File: src/sar_pkg.sv
// sar_pkg: constants, register map and types of the conversion sequencer
// assumes a 10 MHz apb clock and a converter core with a start/done handshake
// What this block does
// - every stored result is an unsigned 12-bit word: a converter core sample, or in limited scan the computed average
// - channel selector reaches 20 external plus 4 internal channels, each enabled alone
// - ten differential pairs, each switchable back to single-ended by configuration
// - conversion starts are paced to at most 200 k samples per second
// - single mode converts the selected channel once, then goes idle
// - burst mode converts one channel repeatedly, storing each result in turn
// - scan mode converts each enabled channel once except the odd channel of a differential pair, lowest number first, then stops
// - limited scan does a programmed number of conversions per channel, then advances
// - limited scan may drop a programmed count of first conversions per channel
// - limited scan may exclude largest and smallest result from the computed output
// - sweep mode repeats whole scans until software writes a stop
// - each channel has a result register with value, valid flag and overflow flag
package sar_pkg;
  localparam int NCH = 24;
  localparam int NEXT_CH = 20;
  localparam int NPAIR = 10;
  localparam int RES_W = 12;
  localparam int CLK_NS = 100;
  localparam int SAMPLE_NS = 5000;
  localparam int PACE_CYC = (SAMPLE_NS + CLK_NS - 1) / CLK_NS;
  localparam logic [11:0] OFF_CTRL = 12'h000;
  localparam logic [11:0] OFF_CHEN = 12'h004;
  localparam logic [11:0] OFF_DIFF = 12'h008;
  localparam logic [11:0] OFF_LCFG = 12'h00c;
  localparam logic [11:0] OFF_STAT = 12'h010;
  localparam logic [11:0] OFF_ISTAT = 12'h014;
  localparam logic [11:0] OFF_IMASK = 12'h018;
  localparam logic [11:0] OFF_DATA0 = 12'h040;
  localparam logic [11:0] OFF_DATAN = 12'h09c;
  localparam int CTRL_MODE_LSB = 0;
  localparam int CTRL_CH_LSB = 4;
  localparam int CTRL_START = 16;
  localparam int CTRL_STOP = 17;
  localparam int LCFG_DISC_LSB = 0;
  localparam int LCFG_K_LSB = 4;
  localparam int LCFG_MM = 8;
  localparam int STAT_BUSY = 0;
  localparam int STAT_CH_LSB = 8;
  localparam int DATA_VALID = 16;
  localparam int DATA_OVF = 17;
  localparam int IRQ_DONE = 0;
  localparam int IRQ_RES = 1;
  localparam int IRQ_OVF = 2;
  localparam logic [4:0] CH_RST = 5'h00;
  localparam logic [23:0] CHEN_RST = 24'h000000;
  localparam logic [9:0] DIFF_RST = 10'h000;
  localparam logic [3:0] DISC_RST = 4'h0;
  localparam logic [1:0] K_RST = 2'h0;
  localparam logic MM_RST = 1'b0;
  localparam logic [2:0] MASK_RST = 3'h0;

  typedef enum logic [2:0] {
    MODE_SINGLE = 3'h0,
    MODE_BURST = 3'h1,
    MODE_SCAN = 3'h2,
    MODE_LIMIT = 3'h3,
    MODE_SWEEP = 3'h4
  } mode_t;

  typedef enum logic [2:0] {
    ST_IDLE = 3'b001,
    ST_PACE = 3'b010,
    ST_WAIT = 3'b100
  } state_t;

  typedef struct packed {
    mode_t mode;
    logic [4:0] ch;
    logic [23:0] chen;
    logic [9:0] diff;
    logic [3:0] disc;
    logic [1:0] k;
    logic mm;
  } cfg_t;

  typedef struct packed {
    logic start;
    logic [4:0] ch;
    logic diff;
  } conv_req_t;

  typedef struct packed {
    logic done;
    logic [11:0] data;
  } conv_res_t;
endpackage

File: src/sar_result_mem.sv
// sar_result_mem: per-channel result store with registered read data
// assumes write and read addresses stay below the depth
`timescale 1ns/1ps
`default_nettype none
module sar_result_mem #(
  parameter int W = 12,
  parameter int D = 24,
  parameter int AW = 5
) (
  // clock, reset and freeze
  input wire logic clk,
  input wire logic rst_n,
  input wire logic ce,
  // write port
  input wire logic we,
  input wire logic [AW-1:0] waddr,
  input wire logic [W-1:0] wdata,
  // read port
  input wire logic re,
  input wire logic [AW-1:0] raddr,
  output logic [W-1:0] rdata
);
  logic [W-1:0] mem [D];

  always_ff @(posedge clk)
  begin
    if (ce && we)
      mem[waddr] <= wdata;
  end

  always_ff @(posedge clk or negedge rst_n)
  begin
    if (!rst_n)
      rdata <= '0;
    else if (ce && re)
      rdata <= mem[raddr];
  end
endmodule
`default_nettype wire

File: src/sar_adc_conversion_sequencer.sv
// sar_adc_conversion_sequencer: apb-controlled sequencer for a 12-bit sar converter
// assumes a converter core that takes a start pulse and answers with one done pulse
`timescale 1ns/1ps
`default_nettype none
module sar_adc_conversion_sequencer #(
  parameter int unsigned PACE = sar_pkg::PACE_CYC
) (
  // clock, reset and freeze
  input wire logic pclk,
  input wire logic presetn,
  input wire logic ce,
  // apb slave
  input wire logic psel,
  input wire logic penable,
  input wire logic pwrite,
  input wire logic [11:0] paddr,
  input wire logic [31:0] pwdata,
  output logic [31:0] prdata,
  output logic pready,
  output logic pslverr,
  // interrupt
  output logic irq,
  // converter core
  output sar_pkg::conv_req_t conv_req,
  input wire sar_pkg::conv_res_t conv_res
);
  localparam int PW = $clog2(PACE + 1);
  localparam int NCH = sar_pkg::NCH;
  localparam int RW = sar_pkg::RES_W;

  logic setup;
  logic wr;
  logic rd;
  sar_pkg::cfg_t cfg_q;
  sar_pkg::cfg_t act_q;
  sar_pkg::cfg_t go_cfg;
  sar_pkg::state_t state_q;
  logic [2:0] mask_q;
  logic [2:0] istat_q;
  logic [2:0] ev;
  logic stop_q;
  logic [4:0] cur_q;
  logic [4:0] rep_q;
  logic dsel_q;
  logic [PW-1:0] pace_q;
  logic [15:0] sum_q;
  logic [RW-1:0] min_q;
  logic [RW-1:0] max_q;
  logic [NCH-1:0] valid_q;
  logic [NCH-1:0] ovf_q;
  logic [NCH-1:0] rclr;
  logic st_we;
  logic [RW-1:0] st_data;
  logic fin;
  logic adv;
  logic end_seq;
  logic go;
  logic scan_go;
  logic [4:0] go_ch;
  logic [5:0] first_go;
  logic [5:0] nxt;
  logic [5:0] restart;
  logic [4:0] last;
  logic [RW-1:0] d;
  logic [15:0] fsum;
  logic [15:0] kept;
  logic [15:0] avg16;
  logic [RW-1:0] fmin;
  logic [RW-1:0] fmax;
  logic [4:0] rd_idx;
  logic [RW-1:0] mem_rd;
  logic [31:0] rmux;
  logic [31:0] prdata_q;
  logic rdata_sel_q;
  logic [1:0] flag_q;
  logic fresh_q;
  logic ovf_ev;

  function automatic logic is_data(input logic [11:0] a);
    is_data = (a >= sar_pkg::OFF_DATA0) && (a <= sar_pkg::OFF_DATAN) && (a[1:0] == 2'h0);
  endfunction

  function automatic logic [4:0] data_idx(input logic [11:0] a);
    logic [11:0] o;
    o = a - sar_pkg::OFF_DATA0;
    data_idx = o[6:2];
  endfunction

  function automatic logic map_ok(input logic [11:0] a);
    map_ok = is_data(a) || a == sar_pkg::OFF_CTRL || a == sar_pkg::OFF_CHEN
      || a == sar_pkg::OFF_DIFF || a == sar_pkg::OFF_LCFG || a == sar_pkg::OFF_STAT
      || a == sar_pkg::OFF_ISTAT || a == sar_pkg::OFF_IMASK;
  endfunction

  // even channel of an enabled pair converts differentially
  function automatic logic pair_diff(input sar_pkg::cfg_t c, input logic [4:0] ch);
    pair_diff = (ch < 5'(sar_pkg::NEXT_CH)) && !ch[0] && c.diff[ch[4:1]];
  endfunction

  // lowest eligible channel at or above lo, found flag on top
  function automatic logic [5:0] first_from(input sar_pkg::cfg_t c, input logic [5:0] lo);
    logic [5:0] r;
    logic odd_in_pair;
    r = 6'h00;
    for (int i = NCH - 1; i >= 0; i--)
    begin
      odd_in_pair = (i < sar_pkg::NEXT_CH) && (i % 2 == 1) && c.diff[i / 2];
      if ((6'(i) >= lo) && c.chen[i] && !odd_in_pair)
        r = {1'b1, 5'(i)};
    end
    first_from = r;
  endfunction

  // bus phases
  assign setup = psel & ~penable & ce;
  assign wr = psel & penable & ce & pwrite;
  assign rd = psel & penable & ce & ~pwrite;
  assign pready = ce;
  assign pslverr = psel & penable & ~map_ok(paddr);
  assign rd_idx = data_idx(paddr);

  // software configuration
  always_ff @(posedge pclk or negedge presetn)
  begin
    if (!presetn)
    begin
      cfg_q.mode <= sar_pkg::MODE_SINGLE;
      cfg_q.ch <= sar_pkg::CH_RST;
      cfg_q.chen <= sar_pkg::CHEN_RST;
      cfg_q.diff <= sar_pkg::DIFF_RST;
      cfg_q.disc <= sar_pkg::DISC_RST;
      cfg_q.k <= sar_pkg::K_RST;
      cfg_q.mm <= sar_pkg::MM_RST;
    end
    else if (wr)
    begin
      case (paddr)
        sar_pkg::OFF_CTRL:
        begin
          cfg_q.mode <= sar_pkg::mode_t'(pwdata[sar_pkg::CTRL_MODE_LSB +: 3]);
          cfg_q.ch <= pwdata[sar_pkg::CTRL_CH_LSB +: 5];
        end
        sar_pkg::OFF_CHEN: cfg_q.chen <= pwdata[NCH-1:0];
        sar_pkg::OFF_DIFF: cfg_q.diff <= pwdata[sar_pkg::NPAIR-1:0];
        sar_pkg::OFF_LCFG:
        begin
          cfg_q.disc <= pwdata[sar_pkg::LCFG_DISC_LSB +: 4];
          cfg_q.k <= pwdata[sar_pkg::LCFG_K_LSB +: 2];
          cfg_q.mm <= pwdata[sar_pkg::LCFG_MM];
        end
        default:
        begin
        end
      endcase
    end
  end

  always_ff @(posedge pclk or negedge presetn)
  begin
    if (!presetn)
      mask_q <= sar_pkg::MASK_RST;
    else if (wr && paddr == sar_pkg::OFF_IMASK)
      mask_q <= pwdata[2:0];
  end

  // start request; the write's own mode and channel apply
  always_comb
  begin
    go_cfg = cfg_q;
    go_cfg.mode = sar_pkg::mode_t'(pwdata[sar_pkg::CTRL_MODE_LSB +: 3]);
    go_cfg.ch = pwdata[sar_pkg::CTRL_CH_LSB +: 5];
  end

  assign first_go = first_from(go_cfg, 6'h00);
  assign scan_go = go_cfg.mode != sar_pkg::MODE_SINGLE && go_cfg.mode != sar_pkg::MODE_BURST;
  assign go_ch = scan_go ? first_go[4:0] : go_cfg.ch;
  assign go = wr && paddr == sar_pkg::OFF_CTRL && pwdata[sar_pkg::CTRL_START]
    && state_q == sar_pkg::ST_IDLE
    && pwdata[sar_pkg::CTRL_MODE_LSB +: 3] <= sar_pkg::MODE_SWEEP
    && (scan_go ? first_go[5] : go_cfg.ch < 5'(NCH));

  always_ff @(posedge pclk or negedge presetn)
  begin
    if (!presetn)
      stop_q <= 1'b0;
    else if (ce && state_q == sar_pkg::ST_IDLE)
      stop_q <= 1'b0;
    else if (wr && paddr == sar_pkg::OFF_CTRL && pwdata[sar_pkg::CTRL_STOP])
      stop_q <= 1'b1;
  end

  // limited-scan arithmetic
  assign d = conv_res.data;
  assign last = 5'({1'b0, act_q.disc} + (5'h01 << act_q.k) + (act_q.mm ? 5'h02 : 5'h00) - 5'h01);
  assign fsum = sum_q + {4'h0, d};
  assign fmin = (d < min_q) ? d : min_q;
  assign fmax = (d > max_q) ? d : max_q;
  assign kept = act_q.mm ? fsum - {4'h0, fmin} - {4'h0, fmax} : fsum;
  assign avg16 = kept >> act_q.k;
  assign nxt = first_from(act_q, {1'b0, cur_q} + 6'h01);
  assign restart = first_from(act_q, 6'h00);

  // per-conversion decision
  always_comb
  begin
    st_we = 1'b0;
    st_data = d;
    fin = 1'b0;
    adv = 1'b0;
    if (state_q == sar_pkg::ST_WAIT && conv_res.done)
    begin
      unique case (act_q.mode)
        sar_pkg::MODE_SINGLE:
        begin
          st_we = 1'b1;
          fin = 1'b1;
        end
        sar_pkg::MODE_BURST:
        begin
          st_we = 1'b1;
          fin = stop_q;
        end
        sar_pkg::MODE_SCAN, sar_pkg::MODE_SWEEP:
        begin
          st_we = 1'b1;
          adv = 1'b1;
        end
        sar_pkg::MODE_LIMIT:
        begin
          if (rep_q == last)
          begin
            st_we = 1'b1;
            st_data = avg16[RW-1:0];
            adv = 1'b1;
          end
        end
        default: fin = 1'b1;
      endcase
    end
  end

  assign end_seq = fin || (adv && !nxt[5]
    && !(act_q.mode == sar_pkg::MODE_SWEEP && !stop_q));

  // sequencer state
  always_ff @(posedge pclk or negedge presetn)
  begin
    if (!presetn)
    begin
      state_q <= sar_pkg::ST_IDLE;
      act_q.mode <= sar_pkg::MODE_SINGLE;
      act_q.ch <= sar_pkg::CH_RST;
      act_q.chen <= sar_pkg::CHEN_RST;
      act_q.diff <= sar_pkg::DIFF_RST;
      act_q.disc <= sar_pkg::DISC_RST;
      act_q.k <= sar_pkg::K_RST;
      act_q.mm <= sar_pkg::MM_RST;
      cur_q <= sar_pkg::CH_RST;
      dsel_q <= 1'b0;
      rep_q <= 5'h00;
      pace_q <= '0;
    end
    else if (ce)
    begin
      if (pace_q != '0)
        pace_q <= pace_q - PW'(1);
      unique case (state_q)
        sar_pkg::ST_IDLE:
        begin
          if (go)
          begin
            act_q <= go_cfg;
            cur_q <= go_ch;
            dsel_q <= pair_diff(go_cfg, go_ch);
            rep_q <= 5'h00;
            state_q <= sar_pkg::ST_PACE;
          end
        end
        sar_pkg::ST_PACE:
        begin
          if (pace_q == '0)
          begin
            pace_q <= PW'(PACE - 1);
            state_q <= sar_pkg::ST_WAIT;
          end
        end
        sar_pkg::ST_WAIT:
        begin
          if (conv_res.done)
          begin
            if (end_seq)
              state_q <= sar_pkg::ST_IDLE;
            else
              state_q <= sar_pkg::ST_PACE;
            if (adv)
            begin
              cur_q <= nxt[5] ? nxt[4:0] : restart[4:0];
              dsel_q <= pair_diff(act_q, nxt[5] ? nxt[4:0] : restart[4:0]);
              rep_q <= 5'h00;
            end
            else
              rep_q <= rep_q + 5'h01;
          end
        end
        default: state_q <= sar_pkg::ST_IDLE;
      endcase
    end
  end

  // accumulation over kept conversions
  always_ff @(posedge pclk or negedge presetn)
  begin
    if (!presetn)
    begin
      sum_q <= 16'h0000;
      min_q <= {RW{1'b1}};
      max_q <= '0;
    end
    else if (ce && (go || adv))
    begin
      sum_q <= 16'h0000;
      min_q <= {RW{1'b1}};
      max_q <= '0;
    end
    else if (ce && state_q == sar_pkg::ST_WAIT && conv_res.done
      && rep_q >= {1'b0, act_q.disc})
    begin
      sum_q <= fsum;
      min_q <= fmin;
      max_q <= fmax;
    end
  end

  assign conv_req.start = ce && state_q == sar_pkg::ST_PACE && pace_q == '0;
  assign conv_req.ch = cur_q;
  assign conv_req.diff = dsel_q;

  // result store
  sar_result_mem #(
    .W(RW),
    .D(NCH),
    .AW(5)
  ) u_mem (
    .clk(pclk),
    .rst_n(presetn),
    .ce(ce),
    .we(st_we),
    .waddr(cur_q),
    .wdata(st_data),
    .re(setup),
    .raddr(rd_idx),
    .rdata(mem_rd)
  );

  // valid and overflow flags, store wins over read clear
  for (genvar g = 0; g < NCH; g++)
  begin : g_flag
    assign rclr[g] = rd && is_data(paddr) && rd_idx == 5'(g) && fresh_q;
    always_ff @(posedge pclk or negedge presetn)
    begin
      if (!presetn)
      begin
        valid_q[g] <= 1'b0;
        ovf_q[g] <= 1'b0;
      end
      else if (ce)
      begin
        if (st_we && cur_q == 5'(g))
        begin
          valid_q[g] <= 1'b1;
          ovf_q[g] <= (ovf_q[g] | valid_q[g]) & ~rclr[g];
        end
        else if (rclr[g])
        begin
          valid_q[g] <= 1'b0;
          ovf_q[g] <= 1'b0;
        end
      end
    end
  end

  // interrupt status, read clears only what the read returned
  assign ovf_ev = st_we && valid_q[cur_q] && !rclr[cur_q];
  always_comb
  begin
    ev = 3'h0;
    ev[sar_pkg::IRQ_DONE] = ce && state_q == sar_pkg::ST_WAIT && conv_res.done && end_seq;
    ev[sar_pkg::IRQ_RES] = ce && st_we;
    ev[sar_pkg::IRQ_OVF] = ce && ovf_ev;
  end

  always_ff @(posedge pclk or negedge presetn)
  begin
    if (!presetn)
      istat_q <= 3'h0;
    else if (rd && paddr == sar_pkg::OFF_ISTAT)
      istat_q <= (istat_q & ~prdata_q[2:0]) | ev;
    else
      istat_q <= istat_q | ev;
  end

  assign irq = |(istat_q & mask_q);

  // read mux, sampled in the setup phase
  always_comb
  begin
    rmux = 32'h00000000;
    case (paddr)
      sar_pkg::OFF_CTRL:
      begin
        rmux[sar_pkg::CTRL_MODE_LSB +: 3] = cfg_q.mode;
        rmux[sar_pkg::CTRL_CH_LSB +: 5] = cfg_q.ch;
      end
      sar_pkg::OFF_CHEN: rmux[NCH-1:0] = cfg_q.chen;
      sar_pkg::OFF_DIFF: rmux[sar_pkg::NPAIR-1:0] = cfg_q.diff;
      sar_pkg::OFF_LCFG:
      begin
        rmux[sar_pkg::LCFG_DISC_LSB +: 4] = cfg_q.disc;
        rmux[sar_pkg::LCFG_K_LSB +: 2] = cfg_q.k;
        rmux[sar_pkg::LCFG_MM] = cfg_q.mm;
      end
      sar_pkg::OFF_STAT:
      begin
        rmux[sar_pkg::STAT_BUSY] = state_q != sar_pkg::ST_IDLE;
        rmux[sar_pkg::STAT_CH_LSB +: 5] = cur_q;
      end
      sar_pkg::OFF_ISTAT: rmux[2:0] = istat_q;
      sar_pkg::OFF_IMASK: rmux[2:0] = mask_q;
      default: rmux = 32'h00000000;
    endcase
  end

  always_ff @(posedge pclk or negedge presetn)
  begin
    if (!presetn)
    begin
      prdata_q <= 32'h00000000;
      rdata_sel_q <= 1'b0;
      flag_q <= 2'h0;
      fresh_q <= 1'b0;
    end
    else if (setup)
    begin
      prdata_q <= rmux;
      rdata_sel_q <= is_data(paddr);
      flag_q <= {ovf_q[rd_idx], valid_q[rd_idx]};
      fresh_q <= !(st_we && cur_q == rd_idx);
    end
  end

  always_comb
  begin
    prdata = prdata_q;
    if (rdata_sel_q)
    begin
      prdata = 32'h00000000;
      prdata[RW-1:0] = mem_rd;
      prdata[sar_pkg::DATA_VALID] = flag_q[0];
      prdata[sar_pkg::DATA_OVF] = flag_q[1];
    end
  end
endmodule
`default_nettype wire

File: config.mk
export PLATFORM = sky130hd
export DESIGN_NAME = sar_adc_conversion_sequencer
export DESIGN_NICKNAME = d
export VERILOG_FILES = /design/src/sar_pkg.sv /design/src/sar_result_mem.sv /design/src/sar_adc_conversion_sequencer.sv
export SDC_FILE = /design/constraint.sdc
export NUM_CORES = 1
export LEC_CHECK = 0
export ABC_AREA = 1
export BUFFER_PORTS_ARGS = -buffer_cell sky130_fd_sc_hd__buf_4
export CAP_MARGIN = 40
export CORE_MARGIN = 8
export CORE_UTILIZATION = 35
export CTS_CLUSTER_DIAMETER = 50
export DETAILED_ROUTE_END_ITERATION = 10
export GPL_ROUTABILITY_DRIVEN = 1
export PLACE_DENSITY_LB_ADDON = 0.05
export REMOVE_ABC_BUFFERS = 1
export SYNTH_ARGS = -nofsm -noshare
export SYNTH_HDL_FRONTEND = slang
export SYNTH_SLANG_ARGS = --single-unit
File: constraint.sdc
create_clock -name pclk -period 6 [get_ports pclk]
set_clock_uncertainty 0.15 [all_clocks]
set_input_delay 0.9 -clock pclk [delete_from_list [all_inputs] [get_ports pclk]]
set_output_delay 0.9 -clock pclk [all_outputs]
set_load 0.01 [all_outputs]
==> impl_metrics.ini, run 1 <==
[setup_path]
cpMostUsedCell = nand2_1
cp-end-kind = flip-flop
cp_slowest_cell = dfstp_2
r2r_slack_ns = 0.42
worstSetupPathType = reg -> reg
cp_data_arrival_time_ns = 5.78
slowest_delay_ns = 0.54
cp_max_fo = 13
worst_setup_path_start_kind = flip-flop
r2r_end = u_mem.mem[16][11]
required_ns = 6.19
r2r-start = min_q[1]
worst_r2r_path_depth = 34

[synth]
netlist_area_mm2 = 0.0270
yosysWarnings = 0
ys_ff_latch = 535
syn_inst = 2878
synthFlopType = edfxtp_1
async_flop_share = 0.462
synth_edf_count = 288
seq_area_frac_synth = 0.550
synth_area_per_cell_um2 = 9.38
synthDistinctLibCells = 65

[global_routing]
grt_usage = 0.200
overflow = 0
grt_pass1_vias = 21400
grt_pass1_wl_um = 132000
grt_max_degree = 106
antenna_found_initial = 0

[clocking]
htree_levels = 3
clkSinkCount = 535
cts-root-buf = clkbuf_16
clock_path_buffers = 3
cts_tree = yes
clock_latency_ns = 0.62
clkTransAtPathRegs_ns = 0.05
cts_hold_buffers = 0
cts_buffers = 77

[detailed_routing]
wl_per_cell_um = 21.3
drtIter0Drc = 1658
routed_via_density = 5.18
drc_errors = 0
wl_um = 88200
ant_nets = 0
first_pass_iters = 5
vias = 21500

[floorplan]
die_y_um = 294
core_area_mm2 = 0.0770
ios = 105
rows = 102
start_util = 0.351
dieWidth_um = 294
die_area_mm2 = 0.0863

[placed_design]
globalplace.congestion = 0.869
dpl-instance-area_mm2 = 0.0295
dp_hpwl_um = 60900
portBuffers = 88

[cells_and_area]
antennaDiodeCount = 0
nFillCells = 7505
fin_area_mm2 = 0.0321
most-common-layout-cells = nand2_1 (515), inv_1 (371), o21ai_0 (293)
nNetsFinal = 3193
area_growth_pct = 18.8
drive_gt1_frac = 0.142
mostFrequentLayoutCell = nand2_1

[pwr]
p_leak_uw = 0.0134
irDropWorstVdd_mv = 0.264
power.density_mw_per_mm2 = 352

[sta]
fin_crit_ns = 5.58
worst_pin_slew_ns = 0.900
fmax_ghz = 0.179
slew_violations = 0
whs_ns = 0.205
fin_tns_setup_ns = 0
finalHoldViolations = 0
timing.final.crit_share = 0.931
setup_viol = 0
max_slew_margin = 0.400

[status]
status = finished clean

[run]
cap_viol_max_count = 0

[hold_path]
hp-class = in -> async
-- final cells by class --
type | instances | area, µm² | area share
flip-flops and latches | 535 | 14800 | 0.463
multi-input cells | 1837 | 10300 | 0.322
clock buffers | 95 | 2060 | 0.0641
well taps | 1040 | 1300 | 0.0406
clock inverters | 46 | 350 | 0.0109
inverters | 398 | 1500 | 0.0469
repair buffers | 199 | 1700 | 0.0531
-- cell families after synthesis --
kind of cell | synth area share
simple gates | 0.148
flops | 0.550
fa+ha+maj | 0.0419
mux | 0.00737
xor+xnor | 0.00941
buf+inv | 0.0748
other cells | 0.000139
compound gates | 0.168
-- how the worst max path moves through the flow --
stage | start | cells past startpoint | end
2_1_floorplan | conv_res[11] | 28 | u_mem.mem[0][9]
3_3_place_gp | conv_res[1] | 26 | u_mem.mem[19][2]
3_5_place_dp | conv_res[1] | 34 | u_mem.mem[16][10]
4_1_cts | min_q[1] | 34 | u_mem.mem[7][10]
5_1_grt | min_q[1] | 38 | u_mem.mem[16][11]
6_report | min_q[1] | 34 | u_mem.mem[16][11]
-- routing by layer --
metal,vias up,share of wire,global-route usage
met2,570,0.46,0.325
li1,10300,-,-
met3,144,0.050,0.0319
met1,10500,0.46,0.275
met4,0,0.027,0.0575
met5,-,0,0
-- power by group --
group,leakage (µW),switching (µW),total [µW],internal (µW)
clock network,0.00116,1750,4250,2510
registers,0.00579,111,4180,4070
logic,0.00643,1680,2860,1180
total,0.0134,3540,11300,7750
-- sequential cells by signal (all words and copies together), names as in the netlist --
signal / flops
u_mem.mem: 288
ovf_q: 24
flag_q: 2
rep_q: 5
prdata_q: 24
act_q: 44
istat_q: 3
stop_q: 1
cur_q: 5
pace_q: 6
rdata_sel_q: 1
cfg_q: 49
sum_q: 15
u_mem.rdata: 12
valid_q: 24
dsel_q: 1
fresh_q: 1
min_q: 12
max_q: 12
mask_q: 3
state_q: 3
-- stage by stage --
step | power (µW) | util | worst slack (ns) | instances
after CTS | 11300 | 0.415 | 0.209 | 4145
after global placement | 6940 | 0.383 | -0.183 | 4000
after global routing | 12000 | 0.417 | -0.0349 | 4150
final | 11300 | 0.417 | 0.416 | 4150
after detailed placement | 6950 | 0.384 | -0.225 | 4004
after floorplan | 6030 | - | -0.798 | 2769
-- synth_stat cells (all sizes together), types with 14 or more instances --
master	n	area (µm²)
a21oi	171	860
a22oi	148	1130
buf	26	178
clkbuf	90	338
dfrtp	234	5860
edfxtp	288	8650
fa	14	280
ha	68	851
inv	392	1480
mux2	15	169
nand2	524	1990
nand3	92	480
nand4	24	156
nor2	217	940
nor3	51	265
nor4	19	125
o21ai	334	1680
o22ai	27	169
xor2	21	184
-- critical path, delay by kind of cell, from the launching register on --
kind | cells | cell delay [ns]
buffers and inverters | 7 | 0.86
AO/OA/AOI/OAI | 10 | 1.53
AND/OR/NAND/NOR | 14 | 1.19
adder cells (fa/ha/maj) | 3 | 1.04
flip-flops | 1 | 0.54
-- timing repair --
item                                    CTS  global route
gates resized for setup                   0            23
setup buffers                             0             3
endpoints found under the setup margin    0           168
(Power assumes the default switching activity.)
==> run 2: changes to the inputs <==
--- a/config.mk
+++ b/config.mk
@@ -17,4 +17,5 @@
 export REMOVE_ABC_BUFFERS = 1
 export SYNTH_ARGS = -nofsm -noshare
 export SYNTH_HDL_FRONTEND = slang
+export SYNTH_HIERARCHICAL = 1
 export SYNTH_SLANG_ARGS = --single-unit
==> run 2 against run 1 <==
- non-clock buffer count is 34 higher
- critical path depth is 1 higher
- utilization is 0.21 points higher
- final cell count is 14% higher
- hold slack worse by 0.15 ns
- sequential share of layout area is 3.0 points lower
- flip-flop and latch count stayed put
- fmax is 0.78% higher
- largest cell class unchanged
- largest power group unchanged
==> impl_metrics.ini, run 2 <==
[cells_and_area]
drive_gt1_frac = 0.130
area_growth_pct = 19.0
largest_register_ffs = 288
nFillCells = 8133
stdcell_count = 4747
most-common-layout-cells = nand2_1 (783), inv_1 (544), o21ai_0 (301), nand3_1 (301), edfxtp_1 (288)
mostFrequentLayoutCell = nand2_1
nNetsFinal = 3752
top_register = u_mem/mem
reg.largest.list = u_mem/mem x288, cfg_q x49, act_q x44
fin_area_mm2 = 0.0343

[clocking]
cts-root-buf = clkbuf_16
clock_latency_ns = 0.62
clkTransAtPathRegs_ns = 0.05
clkSinkCount = 535
clock_path_buffers = 3
cts_hold_buffers = 0
htree_levels = 3
cts_buffers = 83
cts_tree = yes

[detailed_routing]
drtIter0Drc = 1747
routed_via_density = 5.01
wl_um = 92500
wl_per_cell_um = 19.5
first_pass_iters = 6
drc_errors = 0
ant_nets = 0
vias = 23800

[setup_path]
worst_setup_path_start_kind = flip-flop
cp.buffers_inverters = 4
cp_slowest_cell = dfstp_2
cp_max_fo = 24
worstSetupPathType = reg -> reg
required_ns = 6.21
slowest_delay_ns = 0.51
critical_path.top_delay_family = simple AND/OR/NAND/NOR gates
cp-end-kind = flip-flop
cp_data_arrival_time_ns = 5.75
cpMostUsedCell = nand2_1

[run]
cap_viol_max_count = 0

[synth]
yosysWarnings = 6
synth.most_common_cell = nand2_1
synth_area_per_cell_um2 = 8.44
syn_inst = 3415
ys_ff_latch = 535
synthTopCellsByCount = nand2_1 (785), inv_1 (544), o21ai_0 (318)
synthDominantCellAreaShare = 0.300
synth.area.top_cells = edfxtp_1 (30%), dfrtp_1 (20%), nand2_1 (10%)
synth_top_area_cell = edfxtp_1
synthFlopType = edfxtp_1
netlist_area_mm2 = 0.0288
synthDistinctLibCells = 64
async_flop_share = 0.462
synth_edf_count = 288
seq_area_frac_synth = 0.515

[floorplan]
core_area_mm2 = 0.0818
start_util = 0.352
rows = 105
ios = 105
die_y_um = 303
dieWidth_um = 303
die_area_mm2 = 0.0918

[pwr]
p_leak_uw = 0.0154
irDropWorstVdd_mv = 0.326
power.density_mw_per_mm2 = 346

[placed_design]
post-place-cells = 4591
portBuffers = 88
globalplace.congestion = 0.897
dp_hpwl_um = 65100
dpl-instance-area_mm2 = 0.0315

[sta]
timing.final.crit_share = 0.923
slew_violations = 0
setup_viol = 0
max_slew_margin = 0.367
whs_ns = 0.0506
worst_pin_slew_ns = 0.939
fin_crit_ns = 5.54
fmax_ghz = 0.180
finalHoldViolations = 0

[global_routing]
grt_pass1_wl_um = 142000
overflow = 0
antenna_found_initial = 0
grt_max_degree = 139
grt_pass1_vias = 23700
grt_usage = 0.201

[hold_path]
hp-class = in -> async

[status]
status = finished clean
[run 2: cell count changes after synthesis, sizes merged, moves of 16 or more]
cell | before | now
a21oi | 171 | 111
a22oi | 148 | 25
buf | 26 | 81
clkbuf | 90 | 52
inv | 392 | 558
nand2 | 524 | 789
nand3 | 92 | 301
nor2 | 217 | 274
nor3 | 51 | 34
o21ai | 334 | 318
o22ai | 27 | 48
or2 | 1 | 27
[run 2: area by class of cell]
class	count	area, µm²	area share
clock inverter	52	587	0.0171
tap	1070	1340	0.0390
timing repair buffer	233	1930	0.0564
multi-input combinational	2185	11200	0.327
inverter	569	2140	0.0625
sequential	535	14800	0.433
antenna	1	2.50	0.0000730
clock buffer	102	2210	0.0645
[run 2: repair_timing]
action,CTS,global route
buffers inserted,0,0
endpoints found under the setup margin,0,120
resized for setup,0,22
[run 2: per-stage QoR]
step / TNS, ns / total power, µW / utilization / worst slack, ns
after floorplan: -268.94 / 5810 / - / -1.73
after global placement: -29.89 / 6970 / 0.383 / -0.368
after detailed placement: -29.11 / 7000 / 0.384 / -0.355
after CTS: 0 / 11900 / 0.418 / 0.162
after global routing: -1.48 / 12500 / 0.419 / -0.0445
final: 0 / 11900 / 0.419 / 0.459
[run 2: final timing paths]
path                            depth (start not counted)  slack (ns)           endpoint  startpoint
worst max-delay path                                   35        0.46  u_mem/mem[20][11]    min_q[1]
worst min-delay path                                    1        0.05          ovf_q[13]     presetn
worst max register to register                         35        0.46  u_mem/mem[20][11]    min_q[1]
worst min register to register                          2        0.34           cfg_q[1]    cfg_q[1]
max in group asynchronous                               2        4.46           max_q[4]     presetn
min in group pclk                                       2        0.34           cfg_q[1]    cfg_q[1]
[run 2: power breakdown]
part	switching (µW)	internal, µW	total, µW
logic	1730	1080	2810
clock network	1850	3010	4860
registers	143	4040	4190
total	3720	8130	11900
[run 2: routing by layer]
metal,wire length (µm),GRT usage
met1,43700,0.285
met2,42300,0.322
met3,4510,0.0296
met4,2040,0.0489
met5,0,0
[run 2: cells by family (layout without fill, tap and decap cells)]
kind of cell | after synthesis | count (layout) | synth area share
AOI/OAI and AO/OA | 595 | 595 | 0.120
xor gates and xnor gates | 28 | 28 | 0.00851
adders and majority gates | 82 | 82 | 0.0392
buffers and inverters | 702 | 956 | 0.0993
DFF | 535 | 535 | 0.515
muxes | 12 | 12 | 0.00456
other | 1 | 9 | 0.000130
and+or+nand+nor | 1460 | 1460 | 0.214
